==> src/pkg/iwc_cfg.svh <==
// Constants for the interrupt and wake-up controller.
`ifndef IWC_CFG_SVH
`define IWC_CFG_SVH
// ==========================================================
// Register map (byte addresses)
`define IWC_ADDR_CTRL     12'h000
`define IWC_ADDR_REQ      12'h004
`define IWC_ADDR_BLOCK    12'h008
`define IWC_ADDR_STATE    12'h00C
`define IWC_ADDR_VECT     12'h010
`define IWC_ADDR_IRQ_STAT 12'h014
`define IWC_ADDR_IRQ_MASK 12'h018
// ==========================================================
// Field positions
`define IWC_CTRL_GIE      0
`define IWC_CTRL_WDMODE   1
// Request bit positions
`define IWC_SRC_KEY       0
`define IWC_SRC_WDT       1
`define IWC_SRC_TMA       2
`define IWC_SRC_TMB       3
// ==========================================================
// Vectors
`define IWC_VEC_NONE      16'h0000
`define IWC_VEC_KEY       16'h0002
`define IWC_VEC_WDT_NMI   16'h0004
`define IWC_VEC_WDT_MASK  16'h0004
`define IWC_VEC_TMA       16'h0006
`define IWC_VEC_TMB       16'h0008
// ==========================================================
// Reset values
`define IWC_CTRL_RST      2'h0
`define IWC_BLOCK_RST     3'h7
`endif

==> src/pkg/iwc_pkg.sv <==
// Types shared by the interrupt and wake-up controller.
`default_nettype none
package iwc_pkg;
	typedef enum logic [1:0] {
		IWC_RUN  = 2'b00,
		IWC_HALT = 2'b01,
		IWC_STOP = 2'b10
	} iwc_mode_t;

	typedef struct packed {
		logic        valid;
		logic        nmi;
		logic [15:0] vector;
	} iwc_grant_t;
endpackage : iwc_pkg
`default_nettype wire

==> src/rtl/iwc_ctrl.sv <==
// Interrupt priority, vectoring and standby control with AXI4-Lite registers.
// Operation
// - NMI accepted even with interrupts disabled.
// - NMI bypasses and beats maskable resolver.
// - Any request asserts standby release.
// - Two NMI sources, three maskable sources.
// - Key falling edge gives NMI vector 0002H.
// - Watchdog mode 1 overflow: NMI 0004H.
// - Watchdog interval mode: maskable level 0.
// - Timer A match: maskable level 1, 0006H.
// - Timer B match: maskable level 2, 0008H.
// - Lowest priority number served first.
// - Watchdog routed to one path only.
// - Maskable accepted if unblocked, enabled and no NMI in service.
// - Key edge in STOP gives key interrupt.
// - Key detection active only in STOP.
// - Pull-ups never gate key detection.
// - HALT gates CPU clock, peripherals run.
// - STOP halts oscillator, edges wake.
//
// The register offsets and register access over AXI4-Lite were left to the implementer.
`timescale 1ns/1ps
`default_nettype none
`include "iwc_cfg.svh"
module iwc_ctrl (
	// Clock and reset
	input  wire logic        clk_i,
	input  wire logic        nrst_i,
	// AXI4-Lite slave
	input  wire logic        s_axi_awvalid,
	output logic             s_axi_awready,
	input  wire logic [11:0] s_axi_awaddr,
	input  wire logic        s_axi_wvalid,
	output logic             s_axi_wready,
	input  wire logic [31:0] s_axi_wdata,
	input  wire logic [3:0]  s_axi_wstrb,
	output logic             s_axi_bvalid,
	input  wire logic        s_axi_bready,
	output logic [1:0]       s_axi_bresp,
	input  wire logic        s_axi_arvalid,
	output logic             s_axi_arready,
	input  wire logic [11:0] s_axi_araddr,
	output logic             s_axi_rvalid,
	input  wire logic        s_axi_rready,
	output logic [31:0]      s_axi_rdata,
	output logic [1:0]       s_axi_rresp,
	// Event sources
	input  wire logic [3:0]  key_wake_inputs_i,
	input  wire logic        wdt_overflow_i,
	input  wire logic        timer_a_match_i,
	input  wire logic        timer_b_match_i,
	// CPU side
	input  wire logic        halt_cmd_i,
	input  wire logic        stop_cmd_i,
	input  wire logic        ack_i,
	input  wire logic        reti_i,
	output logic             grant_valid_o,
	output logic             grant_nmi_o,
	output logic [15:0]      grant_vector_o,
	output logic             standby_release_o,
	output logic             cpu_clk_en_o,
	output logic             osc_run_o,
	output logic             nmi_in_service_flag_o,
	output logic             irq_o
);
	// ==========================================================
	// State
	logic                global_irq_enable;
	logic                wdt_nmi_mode;
	logic [2:0]          request_block_flag;
	logic [3:0]          req;
	logic [3:0]          irq_stat;
	logic [3:0]          irq_mask;
	iwc_pkg::iwc_mode_t  mode;
	iwc_pkg::iwc_grant_t grant;
	iwc_pkg::iwc_grant_t next_grant;
	logic                key_fall;
	logic                wdt_q;
	logic                tma_q;
	logic                tmb_q;
	logic [3:0]          ev;
	logic                any_req;

	// Key edges are only armed in STOP.
	iwc_key_edge #(.W(4)) u_key (
		.clk_i             (clk_i),
		.nrst_i            (nrst_i),
		.key_wake_inputs_i (key_wake_inputs_i),
		.arm_i             (mode == iwc_pkg::IWC_STOP),
		.fall_o            (key_fall)
	);

	// ==========================================================
	// Event edges from same-clock peripherals.
	always_ff @(posedge clk_i or negedge nrst_i) begin
		if (!nrst_i) begin
			wdt_q <= 1'b0;
			tma_q <= 1'b0;
			tmb_q <= 1'b0;
		end else begin
			wdt_q <= wdt_overflow_i;
			tma_q <= timer_a_match_i;
			tmb_q <= timer_b_match_i;
		end
	end

	always_comb begin
		ev                = '0;
		ev[`IWC_SRC_KEY]  = key_fall;
		ev[`IWC_SRC_WDT]  = wdt_overflow_i && !wdt_q;
		ev[`IWC_SRC_TMA]  = timer_a_match_i && !tma_q;
		ev[`IWC_SRC_TMB]  = timer_b_match_i && !tmb_q;
	end

	// ==========================================================
	// AXI4-Lite slave: both write channels taken together.
	logic        wr_go;
	logic        rd_go;
	logic [31:0] rd_val;
	logic        rd_stat;

	assign wr_go = s_axi_awvalid && s_axi_wvalid && !s_axi_bvalid && !s_axi_awready;
	assign rd_go = s_axi_arvalid && !s_axi_rvalid && !s_axi_arready;

	always_ff @(posedge clk_i or negedge nrst_i) begin
		if (!nrst_i) begin
			s_axi_awready <= 1'b0;
			s_axi_wready  <= 1'b0;
			s_axi_bvalid  <= 1'b0;
			s_axi_bresp   <= 2'h0;
		end else begin
			s_axi_awready <= wr_go;
			s_axi_wready  <= wr_go;
			if (wr_go) begin
				s_axi_bvalid <= 1'b1;
				s_axi_bresp  <= (s_axi_awaddr == `IWC_ADDR_CTRL ||
					s_axi_awaddr == `IWC_ADDR_BLOCK ||
					s_axi_awaddr == `IWC_ADDR_IRQ_MASK) ? 2'h0 : 2'h2;
			end else if (s_axi_bready) begin
				s_axi_bvalid <= 1'b0;
			end
		end
	end

	always_comb begin
		rd_val = 32'h0000_0000;
		unique case (s_axi_araddr)
			`IWC_ADDR_CTRL:     rd_val = {30'h0, wdt_nmi_mode, global_irq_enable};
			`IWC_ADDR_REQ:      rd_val = {28'h0, req};
			`IWC_ADDR_BLOCK:    rd_val = {29'h0, request_block_flag};
			`IWC_ADDR_STATE:    rd_val = {29'h0, nmi_in_service_flag_o, mode};
			`IWC_ADDR_VECT:     rd_val = {16'h0, grant_vector_o};
			`IWC_ADDR_IRQ_STAT: rd_val = {28'h0, irq_stat};
			`IWC_ADDR_IRQ_MASK: rd_val = {28'h0, irq_mask};
			default:            rd_val = 32'h0000_0000;
		endcase
	end

	assign rd_stat = rd_go && (s_axi_araddr == `IWC_ADDR_IRQ_STAT);

	always_ff @(posedge clk_i or negedge nrst_i) begin
		if (!nrst_i) begin
			s_axi_arready <= 1'b0;
			s_axi_rvalid  <= 1'b0;
			s_axi_rdata   <= 32'h0000_0000;
			s_axi_rresp   <= 2'h0;
		end else begin
			s_axi_arready <= rd_go;
			if (rd_go) begin
				s_axi_rvalid <= 1'b1;
				s_axi_rdata  <= rd_val;
				s_axi_rresp  <= (s_axi_araddr > `IWC_ADDR_IRQ_MASK ||
					s_axi_araddr[1:0] != 2'h0) ? 2'h2 : 2'h0;
			end else if (s_axi_rready) begin
				s_axi_rvalid <= 1'b0;
			end
		end
	end

	// ==========================================================
	// Control registers.
	always_ff @(posedge clk_i or negedge nrst_i) begin
		if (!nrst_i) begin
			{wdt_nmi_mode, global_irq_enable} <= `IWC_CTRL_RST;
			request_block_flag                <= `IWC_BLOCK_RST;
			irq_mask                          <= 4'h0;
		end else if (wr_go && s_axi_wstrb[0]) begin
			if (s_axi_awaddr == `IWC_ADDR_CTRL) begin
				global_irq_enable <= s_axi_wdata[`IWC_CTRL_GIE];
				wdt_nmi_mode      <= s_axi_wdata[`IWC_CTRL_WDMODE];
			end
			if (s_axi_awaddr == `IWC_ADDR_BLOCK) begin
				request_block_flag <= s_axi_wdata[2:0];
			end
			if (s_axi_awaddr == `IWC_ADDR_IRQ_MASK) begin
				irq_mask <= s_axi_wdata[3:0];
			end
		end
	end

	// Sticky event status, read clears, a new event wins.
	logic [3:0] next_irq_stat;
	assign next_irq_stat = (rd_stat ? 4'h0 : irq_stat) | ev;

	always_ff @(posedge clk_i or negedge nrst_i) begin
		if (!nrst_i) begin
			irq_stat <= 4'h0;
			irq_o    <= 1'b0;
		end else begin
			irq_stat <= next_irq_stat;
			irq_o    <= |(next_irq_stat & irq_mask);
		end
	end

	// ==========================================================
	// Request flags; a new event wins over acceptance clearing.
	logic [3:0] clr;
	assign clr = (ack_i && grant.valid) ? (grant.vector == `IWC_VEC_KEY ? 4'h1 :
		grant.vector == `IWC_VEC_WDT_NMI ? 4'h2 :
		grant.vector == `IWC_VEC_TMA ? 4'h4 : 4'h8) : 4'h0;

	always_ff @(posedge clk_i or negedge nrst_i) begin
		if (!nrst_i) begin
			req <= 4'h0;
		end else begin
			req <= (req & ~clr) | ev;
		end
	end

	// Priority: non-maskable first, then level 0, 1, 2.
	always_comb begin
		next_grant = '0;
		if (req[`IWC_SRC_KEY]) begin
			next_grant = '{1'b1, 1'b1, `IWC_VEC_KEY};
		end else if (req[`IWC_SRC_WDT] && wdt_nmi_mode) begin
			next_grant = '{1'b1, 1'b1, `IWC_VEC_WDT_NMI};
		end else if (global_irq_enable && !nmi_in_service_flag_o) begin
			if (req[`IWC_SRC_WDT] && !wdt_nmi_mode && !request_block_flag[0]) begin
				next_grant = '{1'b1, 1'b0, `IWC_VEC_WDT_MASK};
			end else if (req[`IWC_SRC_TMA] && !request_block_flag[1]) begin
				next_grant = '{1'b1, 1'b0, `IWC_VEC_TMA};
			end else if (req[`IWC_SRC_TMB] && !request_block_flag[2]) begin
				next_grant = '{1'b1, 1'b0, `IWC_VEC_TMB};
			end
		end
	end

	// Blocked requests still wake the core but are not vectored.
	assign any_req = |req;

	always_ff @(posedge clk_i or negedge nrst_i) begin
		if (!nrst_i) begin
			grant <= '0;
		end else begin
			grant <= next_grant;
		end
	end

	assign grant_valid_o  = grant.valid;
	assign grant_nmi_o    = grant.nmi;
	assign grant_vector_o = grant.vector;

	// ==========================================================
	// Standby and in-service state.
	always_ff @(posedge clk_i or negedge nrst_i) begin
		if (!nrst_i) begin
			mode              <= iwc_pkg::IWC_RUN;
			standby_release_o <= 1'b0;
			cpu_clk_en_o      <= 1'b1;
			osc_run_o         <= 1'b1;
		end else begin
			standby_release_o <= any_req;
			unique case (mode)
				iwc_pkg::IWC_RUN: begin
					if (stop_cmd_i) begin
						mode         <= iwc_pkg::IWC_STOP;
						cpu_clk_en_o <= 1'b0;
						osc_run_o    <= 1'b0;
					end else if (halt_cmd_i) begin
						mode         <= iwc_pkg::IWC_HALT;
						cpu_clk_en_o <= 1'b0;
					end
				end
				default: begin
					if (any_req) begin
						mode         <= iwc_pkg::IWC_RUN;
						cpu_clk_en_o <= 1'b1;
						osc_run_o    <= 1'b1;
					end
				end
			endcase
		end
	end

	always_ff @(posedge clk_i or negedge nrst_i) begin
		if (!nrst_i) begin
			nmi_in_service_flag_o <= 1'b0;
		end else if (ack_i && grant.valid && grant.nmi) begin
			nmi_in_service_flag_o <= 1'b1;
		end else if (reti_i) begin
			nmi_in_service_flag_o <= 1'b0;
		end
	end

	// ==========================================================
	// Checks.
	chk_nmi_no_gate: assert property (@(posedge clk_i) disable iff (!nrst_i)
		req[0] |=> grant_valid_o && grant_nmi_o)
		else $error("key nmi not granted");
	chk_nmi_wins: assert property (@(posedge clk_i) disable iff (!nrst_i)
		((req[0] || (req[1] && wdt_nmi_mode)) && |req[3:2]) |=> grant_valid_o && grant_nmi_o)
		else $error("nmi lost");
	chk_release: assert property (@(posedge clk_i) disable iff (!nrst_i)
		(|req) |=> standby_release_o)
		else $error("no standby release");
	chk_key_req: assert property (@(posedge clk_i) disable iff (!nrst_i)
		key_fall |=> req[0])
		else $error("key edge lost");
	chk_wdt_nmi_vec: assert property (@(posedge clk_i) disable iff (!nrst_i)
		(req[1] && wdt_nmi_mode && !req[0]) |=> grant_nmi_o && grant_vector_o == 16'h0004)
		else $error("wdt nmi vector");
	chk_wdt_route: assert property (@(posedge clk_i) disable iff (!nrst_i)
		(grant_valid_o && grant_vector_o == 16'h0004) |-> grant_nmi_o == $past(wdt_nmi_mode))
		else $error("watchdog path");
	chk_tma_vec: assert property (@(posedge clk_i) disable iff (!nrst_i)
		(grant_valid_o && !grant_nmi_o && grant_vector_o == 16'h0006) |-> $past(req[2]))
		else $error("timer a vector");
	chk_tmb_vec: assert property (@(posedge clk_i) disable iff (!nrst_i)
		(grant_valid_o && !grant_nmi_o && grant_vector_o == 16'h0008) |-> $past(req[3]))
		else $error("timer b vector");
	chk_prio_order: assert property (@(posedge clk_i) disable iff (!nrst_i)
		(req[2] && req[3] && !req[1] && !req[0] && global_irq_enable
		&& !nmi_in_service_flag_o && request_block_flag == 3'h0 && !(ack_i && grant.valid))
		|=> grant_vector_o == 16'h0006) else $error("priority order");
	chk_mask_gate: assert property (@(posedge clk_i) disable iff (!nrst_i)
		!global_irq_enable |=> !(grant_valid_o && !grant_nmi_o))
		else $error("gie ignored");
	chk_key_armed: assert property (@(posedge clk_i) disable iff (!nrst_i)
		key_fall |-> $past(mode == iwc_pkg::IWC_STOP))
		else $error("key outside stop");
	chk_halt_clk: assert property (@(posedge clk_i) disable iff (!nrst_i)
		(mode == iwc_pkg::IWC_HALT) |-> !cpu_clk_en_o && osc_run_o)
		else $error("halt clocks");
	chk_stop_clk: assert property (@(posedge clk_i) disable iff (!nrst_i)
		(mode == iwc_pkg::IWC_STOP) |-> !cpu_clk_en_o && !osc_run_o)
		else $error("stop clocks");
	chk_wake_run: assert property (@(posedge clk_i) disable iff (!nrst_i)
		(mode != iwc_pkg::IWC_RUN && any_req) |=> mode == iwc_pkg::IWC_RUN && cpu_clk_en_o)
		else $error("no wake from standby");
	chk_svc_hold: assert property (@(posedge clk_i) disable iff (!nrst_i)
		(nmi_in_service_flag_o && !reti_i) |=> nmi_in_service_flag_o)
		else $error("in service flag drop");
endmodule : iwc_ctrl
`default_nettype wire

==> src/rtl/iwc_key_edge.sv <==
// Key wake input synchroniser and falling-edge detector.
`timescale 1ns/1ps
`default_nettype none
module iwc_key_edge #(
	parameter int W = 4
) (
	// Clock and reset
	input  wire logic         clk_i,
	input  wire logic         nrst_i,
	// Pins and gating
	input  wire logic [W-1:0] key_wake_inputs_i,
	input  wire logic         arm_i,
	output logic              fall_o
);
	logic [W-1:0] s1;
	logic [W-1:0] s2;
	logic [W-1:0] s3;
	logic [W-1:0] level;
	logic [W-1:0] next_level;

	// ==========================================================
	// Three stages; a change counts when stages two and three agree.
	always_ff @(posedge clk_i or negedge nrst_i) begin
		if (!nrst_i) begin
			s1 <= '1;
			s2 <= '1;
			s3 <= '1;
		end else begin
			s1 <= key_wake_inputs_i;
			s2 <= s1;
			s3 <= s2;
		end
	end

	// A pin takes a new level only once stages two and three agree, so a glitch
	// that reaches stage two alone is never counted as an edge.
	assign next_level = (level & (s2 ^ s3)) | (s3 & ~(s2 ^ s3));

	// All four pins always feed the detector, pull-up choice aside.
	always_ff @(posedge clk_i or negedge nrst_i) begin
		if (!nrst_i) begin
			level  <= '1;
			fall_o <= 1'b0;
		end else begin
			level  <= next_level;
			fall_o <= arm_i && |(level & ~next_level);
		end
	end
endmodule : iwc_key_edge
`default_nettype wire

==> config.mk <==
export PLATFORM = sky130hd
export DESIGN_NAME = iwc_ctrl
export DESIGN_NICKNAME = d
export VERILOG_FILES = /design/src/pkg/iwc_pkg.sv /design/src/rtl/iwc_ctrl.sv /design/src/rtl/iwc_key_edge.sv
export VERILOG_INCLUDE_DIRS = /design/src /design/src/pkg
export SDC_FILE = /design/constraint.sdc
export NUM_CORES = 1
export LEC_CHECK = 0
export ABC_AREA = 0
export ABC_CLOCK_PERIOD_IN_PS = 1750
export BUFFER_PORTS_ARGS = -buffer_cell sky130_fd_sc_hd__buf_2
export CAP_MARGIN = 10
export CELL_PAD_IN_SITES_DETAIL_PLACEMENT = 1
export CELL_PAD_IN_SITES_GLOBAL_PLACEMENT = 1
export CORE_ASPECT_RATIO = 0.8
export CORE_MARGIN = 2
export CORE_UTILIZATION = 30
export DETAILED_ROUTE_END_ITERATION = 8
export GPL_TIMING_DRIVEN = 1
export MAX_ROUTING_LAYER = met4
export PLACE_DENSITY = 0.73
export SYNTH_ARGS = -nofsm -noshare
export SYNTH_HDL_FRONTEND = slang
export SYNTH_HIERARCHICAL = 1
export SYNTH_SLANG_ARGS = --single-unit
export TNS_END_PERCENT = 20
==> constraint.sdc <==
create_clock -name clk_i -period 1.75 [get_ports clk_i]
set_input_delay 0.0875 -clock clk_i [delete_from_list [all_inputs] [get_ports clk_i]]
set_output_delay 0.0875 -clock clk_i [all_outputs]
set_load 0.05 [all_outputs]
# ---- Word level (Yosys, flattened, before mapping)
# Cells that the tools add are included.
dict set report classes {
  addsub 0
  mul 0
  n_div 0
  n_lt_le_gt_ge 1
  eq_ne 14
  n_shift 0
  muxes 30
  bitwise_logic 12
  reduce_logical 50
}
# op n
set ops {}
lappend ops {{$pmux W16 S7} 1}
lappend ops {{$mux W18} 6}
lappend ops {{$eq A12 B5 Y1 const B} 4}
lappend ops {{$eq A12 B4 Y1 const B} 3}
lappend ops {{$eq A16 B3 Y1 const B} 2}
lappend ops {{$logic_not A12 Y1} 2}
lappend ops {{$and A4 B4 Y4} 5}
lappend ops {{$mux W4} 5}
lappend ops {{$logic_and A1 B1 Y1} 19}
lappend ops {{$eq A16 B2 Y1 const B} 1}
lappend ops {{$eq A12 B3 Y1 const B} 1}
lappend ops {{$gt A12 B5 Y1 const B} 1}
lappend ops {{$logic_not A1 Y1} 12}
lappend ops {{$mux W1} 12}
lappend ops {{$mux W2} 6}
lappend ops {{$not A4 Y4} 3}
lappend ops {{$or A4 B4 Y4} 3}
lappend ops {{$reduce_or A4 Y1} 3}
lappend ops {{$reduce_and A2 Y1} 5}
lappend ops {{$reduce_bool A2 Y1} 5}
lappend ops {{$xor A4 B4 Y4} 1}
lappend ops {{$logic_or A1 B1 Y1} 3}
lappend ops {{$ne A3 B3 Y1 const B} 1}
lappend ops {{$eq A2 B2 Y1 const B} 1}
lappend ops {{2 further kinds} 2}
dict set report totals {
  reg_bits 102
  latchBits 0
  mem_bits_rw 0
  mem_bits_ro 0
  out_inout_bits 64
  wordCells 137
  n_memories 0
}

# ---- Longest topological paths before layout
dict set report depth {
  depth_word 8
  ltp_mapped 6
  depth_no_buf 6
}

# ---- Modules after synthesis
# The synthesis kept the hierarchy.
# mod n_inst cells_per_inst area_per_inst_um2 seq_area_each_um2
set by_module_without_submodules {}
lappend by_module_without_submodules {iwc_ctrl 1 221 2297.2 1057.3}
lappend by_module_without_submodules {iwc_key_edge 1 29 524.3 445.4}

# ---- Worst setup path after synthesis
# OpenSTA, ideal clock, no wires.
dict set report synth_path {
  kind {flip-flop to flip-flop}
  start {reg s_axi_wready (netlist name)}
  end {reg irq_mask[0]}
  t_arrival_ns 1.751
  setup_slack_ns -0.126
  path_stages_with_launch 5
  synth_period_minus_slack_ns 1.876
  path_cell_list {dfrtp_1 > and4bb_1 > nand2_2 > or3_4 > mux2_4}
}
# item line
set synth_lines {}
lappend synth_lines {{end signal, assigned} iwc_ctrl.sv:196} ;# irq_mask <= s_axi_wdata[3:0];
lappend synth_lines {{end, declared} iwc_ctrl.sv:73} ;# logic [3:0] irq_mask;

==> flow_summary_export.csv <==
group,metric,value,unit
setup_path,arrival,1.87,ns
placement,numPortBuffers,67,
detailed_routing,dr.pass1.iters,4,
logic_synthesis,synth_cell_type_count,48,
grt,grt_overflow_total,0,
detailed_routing,ant_nets,0,
setup_path,r2r-start,"s_axi_wready",
sta,whs,0.0237,ns
sta,setup_tns,0,ns
logic_synthesis,syn_area,2820,um^2
grt,grt_max_degree,24,
logic_synthesis,syn_avg_cell_area,11.3,um^2
cts,cts_tree,"done",
cts,clk_pin_slew_worst_paths,0.05,ns
detailed_routing,wl_per_cell,15.2,um
grt,antenna_found_initial,0,
min_path,hold_path.class,"primary input to flip-flop",
detailed_routing,vias_per_cell,4.48,
placement,globalplace.congestion,0.815,
cts,htreeDepth,3,
min_path,holdCritStartpoint,"stop_cmd_i",
setup_path,end_kind,"flip-flop",
cts,cts-buffers-inserted,9,
setup_path,setup.worst_path.start_class,"flip-flop",
sta,finalSetupViolations,0,
setup_path,regToRegEndpoint,"irq_mask[2]",
sta,drv_slew,0,
sta,hold_viol,0,
floorplanning,die_h,90.7,um
cts,cts_num_sinks,59,
grt,grt_pass1_wl,11.5,mm
sta,rsz0062_at_grt,"true",
pwr,p_sw,1360,uW
pwr,ir_drop,0.562,mV
pwr,clockPowerShare,0.430,
outcome,status,"completed",
floorplanning,initial_utilization,0.310,
cts,cts_root_buf,"clkbuf_16",
logic_synthesis,synth-async-reset-ratio,1.00,
grt,grt_pass1_vias,2230,
flow_run,maxCapViolations,0,
sta,skew,0.00654,ns
setup_path,path_max_fanout,4,
floorplanning,die_x,112,um
finish,antenna_cells,0,
detailed_routing,first_iter_violations,45,
setup_path,required,1.96,ns
cts,clkLatencyLatePin,0.33,ns
finish,drive_above_1_share,0.369,
placement,dp_hpwl,5.00,mm
finish,mostFrequentLayoutCells,"67 x buf_2, 43 x conb_1, 36 x dfrtp_1",
grt,grtUsageTotal,0.151,
floorplanning,ioPinCount,142,
logic_synthesis,synth-seq-cells,59,
logic_synthesis,synth_edf_count,0,
logic_synthesis,yosysWarnings,6,
pwr,powerDensity,1220,nW/um^2
min_path,holdPathStages,4,
logic_synthesis,yosys_most_used_dff,"dfrtp_1",
floorplanning,rows,31,
detailed_routing,drt_wl_total,7.00,mm
floorplanning,die_area,10200,um^2
detailed_routing,drc,0,
finish,syn_to_final_growth,28.9,%
finish,mostFrequentLayoutCell,"buf_2",
pwr,fin_total_pwr,4430,uW
pwr,p_leak,0.00171,uW
sta,min_period,1.66,ns
pwr,switching_share,0.307,
cts,ctsLongestPathBuffers,2,
min_path,worst_hold_path.endpoint,"cpu_clk_en_o",
setup_path,r2r_slack,0.09,ns
detailed_routing,vias,2072,
sta,fmax,603,MHz
sta,post-route-period-util,0.947,
pwr,p_seq_frac,0.370,
pwr,combPwrFrac,0.200,
logic_synthesis,syn-instance-count,250,
setup_path,r2r_cells,4,
pwr,intPower,3070,uW
cts,cts_setup_buffers,0,
finish,finalNetCount,420,
floorplanning,core-area,9110,um^2
finish,final_util,0.399,
setup_path,crit_type,"flip-flop to flip-flop",
logic_synthesis,yosysSeqAreaShare,0.533,
-- final cells by class --
cell class	count	area, um^2
Sequential cell	59	1510
Tap cell	115	144
Clock inverter	2	60.1
Multi-Input combinational cell	176	1100
Fill cell	1003	5480
Inverter	9	33.8
Timing Repair Buffer	87	528
Clock buffer	14	264
-- registers in the layout, indices dropped and copies added, names as in the netlist, 2 cells and up --
signal	count
s_axi_rdata	4
mode	2
req	4
irq_mask	4
request_block_flag	3
u_key/level	4
grant_vector_o	3
u_key/s2	4
u_key/s1	4
u_key/s3	4
irq_stat	4
-- Yosys cell counts (2+ instances only) --
library cell  number  share of area
a21o_1             9          0.024
a21oi_1            6          0.011
a22o_1             2         0.0062
a22oi_1            9          0.024
buf_2              2         0.0035
buf_4             44           0.12
clkbuf_1           2         0.0027
dfrtp_1           38           0.34
dfstp_2           21           0.20
inv_1              9          0.012
maj3_1             3          0.011
mux2_2             6          0.024
mux2_4             4          0.021
mux2i_1            4          0.014
nand2_1           12          0.016
nand2b_1           3         0.0067
nand3_1            4         0.0071
nand3b_1           3         0.0080
nand4_1            2         0.0044
nor2_1            15          0.020
nor2b_1            8          0.018
nor3_1             3         0.0053
nor4_1             4         0.0089
o211ai_1           2         0.0053
o21ai_0           12          0.021
-- power groups by stage --
stage | logic (uW) | registers, uW | clock network [uW]
finish | 885 | 1640 | 1900
floorplan | 480 | 1860 | 0
global route | 950 | 1660 | 2020
detailed placement | 859 | 1660 | 0
CTS | 891 | 1640 | 1950
global placement | 847 | 1650 | 0
-- through the flow --
step	cell area, um^2	setup slack (ns)	cells
6_report	3640	0.0925	462
4_1_cts	3630	0.0400	462
2_1_floorplan	2980	-0.0331	292
5_1_grt	3640	0.00433	462
3_5_place_dp	3190	0.0587	434
3_3_place_gp	3190	0.109	434
-- critical path, cell delays in order, from the launching register on --
cell      delay [ns]
dfrtp_2         0.39
and4bb_1        0.31
nand2_2         0.09
or3_4           0.43
mux2_4          0.31
-- timing repair --
action,4_1_cts,5_1_grt
hold endpoints to repair,18,0
hold buffers,12,0
setup endpoints to repair,0,2
gates resized for setup,0,1
-- how the worst max path moves through the flow --
stage                 startpoint                 to  slack, ns  cells past startpoint
detailed placement  s_axi_wready  global_irq_enable       0.06                      5
global route        s_axi_wready        irq_mask[2]      0.004                      4
finish              s_axi_wready        irq_mask[2]       0.09                      4
global placement    s_axi_wready  global_irq_enable       0.11                      5
floorplan           s_axi_wready        irq_mask[0]      -0.03                      4
CTS                 s_axi_wready  global_irq_enable       0.04                      5
-- logic make-up (layout without fill, tap and decap cells) --
logic type                 after synthesis  count (layout)  synth area share
and+or+nand+nor                         64              64             0.128
DFF                                     59              59             0.533
buffers and inverters                   57             112             0.135
AOI/OAI and AO/OA                       51              51             0.125
muxes                                   15              15            0.0674
adders and majority gates                3               3            0.0106
other                                    1              43           0.00133
-- layer usage --
metal	GRT usage	vias up	part of all wire
met5	-	-	0
met4	0.0467	0	0.015
met3	0.0537	12	0.045
met2	0.246	48	0.52
met1	0.174	1038	0.42
li1	-	974	-
Note: power is estimated with default switching activity, not from simulation.
